File: src/fwg_cfg.svh
// Constants for the flash write and erase guard.
// Assumes a 20 MHz system clock and an 8-bit special register space.
`ifndef FWG_CFG_SVH
`define FWG_CFG_SVH

`define FWG_ADDR_PSC 8'h8F
`define FWG_ADDR_KEY 8'hB7
`define FWG_ADDR_STAT 8'hC0
`define FWG_ADDR_IMSK 8'hC1
`define FWG_KEY_FIRST 8'hA5
`define FWG_KEY_SECOND 8'hF1
`define FWG_ERASED_BYTE 8'hFF
`define FWG_PSC_WE_BIT 0
`define FWG_PSC_ERASE_BIT 1
`define FWG_CLK_HZ 20000000
`define FWG_WRITE_TIME_NS 57000
`define FWG_ERASE_TIME_NS 28000000
`define FWG_WRITE_CYC ((`FWG_WRITE_TIME_NS * 20 + 999) / 1000)
`define FWG_ERASE_CYC ((`FWG_ERASE_TIME_NS / 1000) * 20)
`define FWG_ST_DONE 0
`define FWG_ST_LOCKOUT 1
`define FWG_ST_FERR 2

`endif

File: src/fwg_pkg.sv
// Types shared by the flash write and erase guard.
// Assumes the constants header is included beside it.
package fwg_pkg;
  typedef enum logic [1:0] {
    FWG_IDLE,
    FWG_BUSY_WR,
    FWG_BUSY_ER
  } fwg_state_t;

  typedef struct packed {
    logic [15:0] addr;
    logic [7:0] data;
  } fwg_xwr_t;

  typedef struct packed {
    logic [15:0] addr;
    logic [7:0] data;
    logic wr;
    logic erase;
  } fwg_flash_cmd_t;
endpackage : fwg_pkg

File: src/fwg_guard.sv
// Flash write and erase guard: control register, key lock, op timer, stall.
// Assumes the core holds external-data writes while stall is high.
`timescale 1ns/100ps
`include "fwg_cfg.svh"

// Behaviour
// RL1: External-data move writes carry flash address and data byte from operands.
// RL2: With write enable set, external-data move writes go to flash, not memory.
// RL3: Write enable stays set over operations until software clears it.
// RL4: Keys 0xA5 then 0xF1 unlock one operation, any delay between them.
// RL5: Wrong key or wrong order locks flash out until system reset.
// RL6: Operation attempted before unlock locks flash out until system reset.
// RL7: Every finished write or erase relocks, needing a fresh key sequence.
// RL8: Writes only clear bits; erase sets each byte to 0xFF.
// RL9: Hardware times each write and erase to completion.
// RL10: Instruction execution is stalled for the whole operation.
// RL11: Operation with supply monitor off or not a reset source causes reset.
// RL12: Firmware enables supply monitor and its reset source back to back.
// RL13: Debug-interface programming path is also accepted by the flash.
// RL14: With write enable clear, writes go to data memory, lock untouched.
module fwg_guard
  import fwg_pkg::*;
#(
  parameter int unsigned WRITE_CYC = `FWG_WRITE_CYC,
  parameter int unsigned ERASE_CYC = `FWG_ERASE_CYC
) (
  // Clock and reset
  input wire logic clk_sys_i,
  input wire logic sys_rst_i,
  // Register port
  input wire logic [7:0] reg_addr_i,
  input wire logic [7:0] reg_wdata_i,
  input wire logic reg_wr_i,
  input wire logic reg_rd_i,
  output logic [7:0] reg_rdata_o,
  // External-data move write from the core
  input wire logic xwr_valid_i,
  input wire fwg_xwr_t xwr_i,
  input wire logic [7:0] flash_rdata_i,
  output logic stall_o,
  output logic xram_we_o,
  output fwg_xwr_t xram_o,
  // Supply monitor status
  input wire logic vmon_en_i,
  input wire logic vmon_rst_src_i,
  // Debug interface flash path
  input wire logic dbg_valid_i,
  input wire fwg_flash_cmd_t dbg_cmd_i,
  // Flash array command
  output logic flash_strobe_o,
  output fwg_flash_cmd_t flash_cmd_o,
  output logic flash_busy_o,
  // Reset and interrupt
  output logic flash_err_rst_o,
  output logic irq_o
);

  localparam int unsigned CNT_W = $clog2(ERASE_CYC + 1);

  // The timer cannot serve a zero-length write or an erase shorter than a write
  if (WRITE_CYC < 1 || ERASE_CYC < WRITE_CYC) begin : g_bad_cyc
    $error("fwg_guard: bad operation cycle counts");
  end

  fwg_state_t state_reg, state_next;
  logic [CNT_W-1:0] cnt_reg;
  logic we_reg;
  logic erase_sel_reg;
  logic key1_reg;
  logic unlock_reg;
  logic lockout_reg;
  logic [2:0] stat_reg;
  logic [2:0] mask_reg;

  // Decode
  wire psc_wr = reg_wr_i && (reg_addr_i == `FWG_ADDR_PSC);
  wire key_wr = reg_wr_i && (reg_addr_i == `FWG_ADDR_KEY);
  wire stat_rd = reg_rd_i && (reg_addr_i == `FWG_ADDR_STAT);
  wire imsk_wr = reg_wr_i && (reg_addr_i == `FWG_ADDR_IMSK);
  wire idle = (state_reg == FWG_IDLE);
  wire key_good1 = key_wr && !key1_reg && (reg_wdata_i == `FWG_KEY_FIRST);
  wire key_good2 = key_wr && key1_reg && (reg_wdata_i == `FWG_KEY_SECOND);
  wire key_bad = key_wr && !key_good1 && !key_good2;
  wire flash_try = xwr_valid_i && we_reg && idle; // see RL2
  wire to_xram = xwr_valid_i && !we_reg; // see RL14
  wire vmon_ok = vmon_en_i && vmon_rst_src_i;
  wire op_ok = flash_try && unlock_reg && !lockout_reg && vmon_ok;
  wire op_early = flash_try && (!unlock_reg || lockout_reg); // see RL6
  wire op_ferr = flash_try && !vmon_ok; // see RL11
  wire dbg_go = dbg_valid_i && idle && !flash_try; // see RL13
  wire op_done = !idle && (cnt_reg == '0);
  // Program only clears bits: new byte is old AND requested
  wire [7:0] prog_byte = flash_rdata_i & xwr_i.data; // see RL8
  wire [7:0] dbg_prog = flash_rdata_i & dbg_cmd_i.data;
  wire [7:0] dbg_byte = dbg_cmd_i.erase ? `FWG_ERASED_BYTE : dbg_prog;
  wire [CNT_W-1:0] wr_cnt = CNT_W'(WRITE_CYC - 1);
  wire [CNT_W-1:0] er_cnt = CNT_W'(ERASE_CYC - 1);
  wire [2:0] stat_set = {op_ferr, key_bad | op_early, op_done};
  wire [2:0] stat_new = (stat_rd ? 3'h0 : stat_reg) | stat_set;
  wire [2:0] mask_new = imsk_wr ? reg_wdata_i[2:0] : mask_reg;
  wire [7:0] rd_mux =
    (reg_addr_i == `FWG_ADDR_PSC) ? {6'h00, erase_sel_reg, we_reg} :
    (reg_addr_i == `FWG_ADDR_KEY) ? {5'h00, lockout_reg, unlock_reg, key1_reg} :
    (reg_addr_i == `FWG_ADDR_STAT) ? {5'h00, stat_reg} :
    (reg_addr_i == `FWG_ADDR_IMSK) ? {5'h00, mask_reg} : 8'h00;

  always_comb begin
    state_next = state_reg;
    case (state_reg)
      FWG_IDLE: begin
        if (op_ok) begin
          state_next = erase_sel_reg ? FWG_BUSY_ER : FWG_BUSY_WR;
        end else if (dbg_go) begin
          state_next = dbg_cmd_i.erase ? FWG_BUSY_ER : FWG_BUSY_WR;
        end
      end
      FWG_BUSY_WR, FWG_BUSY_ER: begin
        if (op_done) begin
          state_next = FWG_IDLE; // see RL9
        end
      end
      default: state_next = FWG_IDLE;
    endcase
  end

  // Sequencer and timer
  always_ff @(posedge clk_sys_i) begin
    if (sys_rst_i) begin
      state_reg <= FWG_IDLE;
      cnt_reg <= '0;
    end else begin
      state_reg <= state_next;
      if (idle && (op_ok || dbg_go)) begin
        cnt_reg <= (op_ok ? erase_sel_reg : dbg_cmd_i.erase) ? er_cnt : wr_cnt; // see RL9
      end else if (!idle) begin
        cnt_reg <= cnt_reg - 1'b1;
      end
    end
  end

  // Control register: cleared by software or by system reset
  always_ff @(posedge clk_sys_i) begin
    if (sys_rst_i) begin
      we_reg <= 1'b0;
      erase_sel_reg <= 1'b0;
    end else if (psc_wr) begin
      we_reg <= reg_wdata_i[`FWG_PSC_WE_BIT]; // see RL3
      erase_sel_reg <= reg_wdata_i[`FWG_PSC_ERASE_BIT];
    end
  end

  // Key lock; lockout is sticky until system reset
  always_ff @(posedge clk_sys_i) begin
    if (sys_rst_i) begin
      key1_reg <= 1'b0;
      unlock_reg <= 1'b0;
      lockout_reg <= 1'b0;
    end else begin
      if (key_bad || op_early) begin
        lockout_reg <= 1'b1; // see RL5
      end
      if (key_bad || op_early || op_ok) begin
        key1_reg <= 1'b0;
        unlock_reg <= 1'b0; // see RL7
      end else if (key_good1) begin
        key1_reg <= 1'b1; // see RL4
      end else if (key_good2) begin
        key1_reg <= 1'b0;
        unlock_reg <= 1'b1; // see RL4
      end
    end
  end

  // Status and mask; a new event wins over the read-clear
  always_ff @(posedge clk_sys_i) begin
    if (sys_rst_i) begin
      stat_reg <= 3'h0;
      mask_reg <= 3'h0;
      irq_o <= 1'b0;
    end else begin
      stat_reg <= stat_new;
      if (imsk_wr) begin
        mask_reg <= reg_wdata_i[2:0];
      end
      irq_o <= |(stat_new & mask_new);
    end
  end

  // Outputs
  always_ff @(posedge clk_sys_i) begin
    if (sys_rst_i) begin
      reg_rdata_o <= 8'h00;
      stall_o <= 1'b0;
      xram_we_o <= 1'b0;
      xram_o <= '0;
      flash_strobe_o <= 1'b0;
      flash_cmd_o <= '0;
      flash_busy_o <= 1'b0;
      flash_err_rst_o <= 1'b0;
    end else begin
      reg_rdata_o <= reg_rd_i ? rd_mux : 8'h00;
      stall_o <= (state_next != FWG_IDLE); // see RL10
      flash_busy_o <= (state_next != FWG_IDLE);
      xram_we_o <= to_xram; // see RL14
      xram_o <= xwr_i; // see RL1
      flash_err_rst_o <= op_ferr; // see RL11
      flash_strobe_o <= op_ok || dbg_go;
      if (op_ok) begin
        flash_cmd_o.addr <= xwr_i.addr; // see RL1
        flash_cmd_o.data <= erase_sel_reg ? `FWG_ERASED_BYTE : prog_byte; // see RL8
        flash_cmd_o.wr <= !erase_sel_reg;
        flash_cmd_o.erase <= erase_sel_reg;
      end else if (dbg_go) begin
        flash_cmd_o.addr <= dbg_cmd_i.addr;
        flash_cmd_o.data <= dbg_byte;
        flash_cmd_o.wr <= !dbg_cmd_i.erase;
        flash_cmd_o.erase <= dbg_cmd_i.erase;
      end
    end
  end

endmodule : fwg_guard

File: config.mk
export PLATFORM = sky130hd
export DESIGN_NAME = fwg_guard
export DESIGN_NICKNAME = d
export VERILOG_FILES = /design/src/fwg_pkg.sv /design/src/fwg_guard.sv
export VERILOG_INCLUDE_DIRS = /design/src
export SDC_FILE = /design/constraint.sdc
export NUM_CORES = 1
export LEC_CHECK = 0
export ABC_AREA = 1
export BUFFER_PORTS_ARGS = -buffer_cell sky130_fd_sc_hd__buf_2
export CAP_MARGIN = 5
export CORE_AREA = 3 3 105 107
export DETAILED_ROUTE_END_ITERATION = 6
export DIE_AREA = 0 0 108 110
export PLACE_DENSITY = 0.62
export SYNTH_ARGS = -nofsm -noshare
export SYNTH_HDL_FRONTEND = slang
export SYNTH_SLANG_ARGS = --single-unit
File: constraint.sdc
create_clock -name clk_sys_i -period 2.3 [get_ports clk_sys_i]
set_clock_uncertainty 0.05 [all_clocks]
set_input_delay 0.115 -clock clk_sys_i [delete_from_list [all_inputs] [get_ports clk_sys_i]]
set_output_delay 0.115 -clock clk_sys_i [all_outputs]
set_load 0.01 [all_outputs]
==> summary.md <==
| Metric | Value |
|---|---|
| Final hold viol count | 0 |
| TritonCTS Sinks | 91 |
| Min-Delay Endpoint | erase_sel_reg |
| Hold depth | 3 |
| Site Rows | 37 |
| Chip width | 108 um |
| Slowest cell on the critical path | dfxtp_1 |
| Initial antenna violation count | 0 |
| Max-slew violation count | 0 |
| RSZ-0062 raised after global routing | no |
| Number of cells on the worst reg-to-reg path | 9 |
| Worst-path maximum fanout | 18 |
| Worst path required time | 2.54 ns |
| Clock tree buffer depth | 2 |
| Crit path arrival time | 2.27 ns |
| Sequential area share after synthesis | 0.4491 |
| Worst skew pair latency | 0.36 ns |
| Via count | 4314 |
| Util after Layout | 0.5331 |
| Fmax | 493.3 MHz |
| Min cycle time layout | 2.027 ns |
| # Post-CTS Setup Buffers | 0 |
| Worst path cell trace | inv_1, ha_1, buf_4, nand3_2, nand2_4, inv_2, buf_4, nand2_1, a31oi_1 |
| First-pass GRT wire length | 19300 um |
| Final net count | 850 |
| Register clock-pin slew on the reported worst setup and hold paths | 0.09 ns |
| Grt total ovfl | 0 |
| Detailed placer's ending HPWL | 8667 um |
| Critical Path Start Type | flop |
| CTS H-tree lvls | 3 |
| Leak | 2.767 nW |
| DRC errors left | 0 |
| Core Region | 0.01023 mm2 |
| Worst hold path class | in -> reg |
| Cell area power density | 666.2 mW/mm2 |
| Maximum vdd ir drop | 0.3486 mV |
| Cell count after synthesis | 587 |
| P&R area growth vs syn | 34.45% |
| MaxCap Viol Count | 0 |
| Height of the die | 110 um |
| CP dominant cell by count | buf_4 |
| Library cells used by synthesis | 35 |
| Gpl congestion | 0.8660 |
| Synth area leader | dfxtp_1 |
| Syn avg cell area | 6.910 um2 |
| Syn. warnings | 0 |
| Max reg flops | 26 |
| Crit Path Category | reg -> reg |
| Initial Utilization | 0.3965 |
| DR iter-0 viols | 177 |
| Slew HR | 0.6195 |
| FF-to-FF Start | state_reg[0] |
| Port Buffers | 139 |
| Fraction of post-synthesis cell area in the top cell type by area | 0.4491 |
| Crit. End Element | flop |
| Status | finished clean |
| Final setup violation count | 0 |
| Synth top area cells | dfxtp_1 (45%), nand2_1 (13%), inv_1 (8.1%) |
| Die area | 0.01188 mm2 |
| Number of diodes | 0 |
| Root Driver | clkbuf_8 |
| Post-route ant nets | 0 |
| CTS buffer count | 9 |
| Routed len/inst | 13.16 um |
| Largest stage delay, worst path | 0.40 ns |
| Final period util | 0.8813 |
| Tightest Pin Transition | 0.5701 ns |
| Share of layout cells above drive strength 1 | 0.2276 |
| Vias in the first global route | 4230 |
| CP startpoint | state_reg[0] |
| Total GRT Usage | 0.2046 |
| Vias per Instance | 4.767 |
| Drt first pass iters | 4 |
| Family with the most delay on the worst path | buffers and inverters |
| TritonCTS clock tree | built |
| Min-delay src | reg_wdata_i[1] |
| R2R Path End | flash_cmd_o[21] |
| Top Ports | 146 |
| Setup TNS | 0 ns |
| Largest net degree at the start of global routing | 35 |
| Synthesized area | 0.004056 mm2 |
| Buf/Inv on CP | 4 |
| Final WL | 11910 um |
| R2R Setup Slk | 0.27 ns |
| Seq cells post-synth | 91 |
[cells by family (layout without fill, tap and decap cells)]
family / Yosys count / count (layout) / synth area share
other: 1 / 5 / 0.0009245
AO/OA/AOI/OAI: 100 / 100 / 0.1363
adder cells (fa/ha/maj): 3 / 3 / 0.009255
flip-flops: 91 / 91 / 0.4491
XOR/XNOR: 2 / 2 / 0.004319
buffers and inverters: 114 / 292 / 0.1160
AND/OR/NAND/NOR: 276 / 276 / 0.2841
[cell type report]
class                           count  area, um2
Clock buffer                       13      158.9
Clock inverter                      2      35.03
Fill cell                         986       4777
Inverter                           92      345.3
Multi-Input combinational cell    386       1779
Sequential cell                    91       1822
Tap cell                          136      170.2
Timing Repair Buffer              185       1144
[routing by layer]
metal,track usage,routed length [um]
met1,0.2595,5326
met2,0.3299,5387
met5,0,0
met4,0.08296,287
met3,0.05766,913
[worst reg2reg max path: cells and delay by family, from the launching register on]
kind,cells,cell delay (ns)
AOI/OAI and AO/OA,1,0.13
and+or+nand+nor,3,0.37
adders and majority gates,1,0.21
buffers and inverters,4,0.79
DFF,1,0.40
[how the worst max path moves through the flow]
stage	to	slack [ns]	cells past startpoint
final	flash_cmd_o[21]	0.27	9
after global routing	flash_cmd_o[16]	0.05	10
after CTS	flash_cmd_o[21]	0.27	10
after detailed placement	flash_cmd_o[20]	0.29	9
after global placement	flash_cmd_o[15]	0.34	10
after floorplan	cnt_reg[13]	0.68	11
[cell usage in the layout (no fill, tap or decap), drive strengths merged]
master | Yosys | layout
ha | 3 | 3
nand3 | 30 | 30
nand4 | 5 | 5
nor3 | 11 | 11
buf | 13 | 144
a41oi | 1 | 1
a21oi | 38 | 38
o31ai | 1 | 1
nor4 | 2 | 2
a21boi | 2 | 2
nor2 | 85 | 85
o21a | 3 | 3
and2 | 2 | 2
xor2 | 1 | 1
a31oi | 18 | 18
conb | 1 | 5
inv | 91 | 91
dfxtp | 91 | 91
clkinv | 1 | 2
o21ai | 36 | 36
xnor2 | 1 | 1
a31o | 1 | 1
or2 | 2 | 2
clkbuf | 9 | 13
nand2 | 139 | 139
dlygate4sd3 | 0 | 41
bufinv | 0 | 1
[metrics by stage]
stage               total power [mW]  setup slack (ns)  hold WS (ns)  area, um2  cells
finish                         3.634            0.2730       0.04363       5454    905
global route                   3.832           0.05411       0.05773       5454    905
CTS                            3.654            0.2689       0.02496       5454    905
detailed placement             2.503            0.2852        0.2878       4850    849
global placement               2.489            0.3377        0.2831       4850    849
floorplan                      2.247            0.6786        0.1720       4071    591
[synthesized netlist by cell type]
cell type	n
nand2_1	136
dfxtp_1	91
inv_1	88
nor2_1	81
a21oi_1	38
o21ai_0	33
nand3_1	28
a31oi_1	18
nor3_1	10
clkbuf_1	9
buf_4	8
nand4_1	5
buf_2	4
nor2_2	4
ha_1	3
inv_2	3
o21a_1	3
a21boi_0	2
and2_1	2
nand2_2	2
nand3_2	2
nor4_1	2
o21ai_2	2
or2_2	2
a31o_2	1
a41oi_1	1
buf_6	1
clkinv_1	1
conb_1	1
nand2_4	1
nor3_2	1
o21ai_1	1
o31ai_1	1
xnor2_1	1
xor2_1	1
[where the power goes]
part           switching (mW)  internal, mW
Clock                   0.547         0.556
Combinational           0.467         0.312
Sequential             0.0657          1.69
[timing repair]
action | 4_1_cts | 5_1_grt
gates resized for setup | 0 | 0
hold buffers | 41 | 0
hold endpoints to repair | 41 | 0
Note: power is estimated with default switching activity, not from simulation.
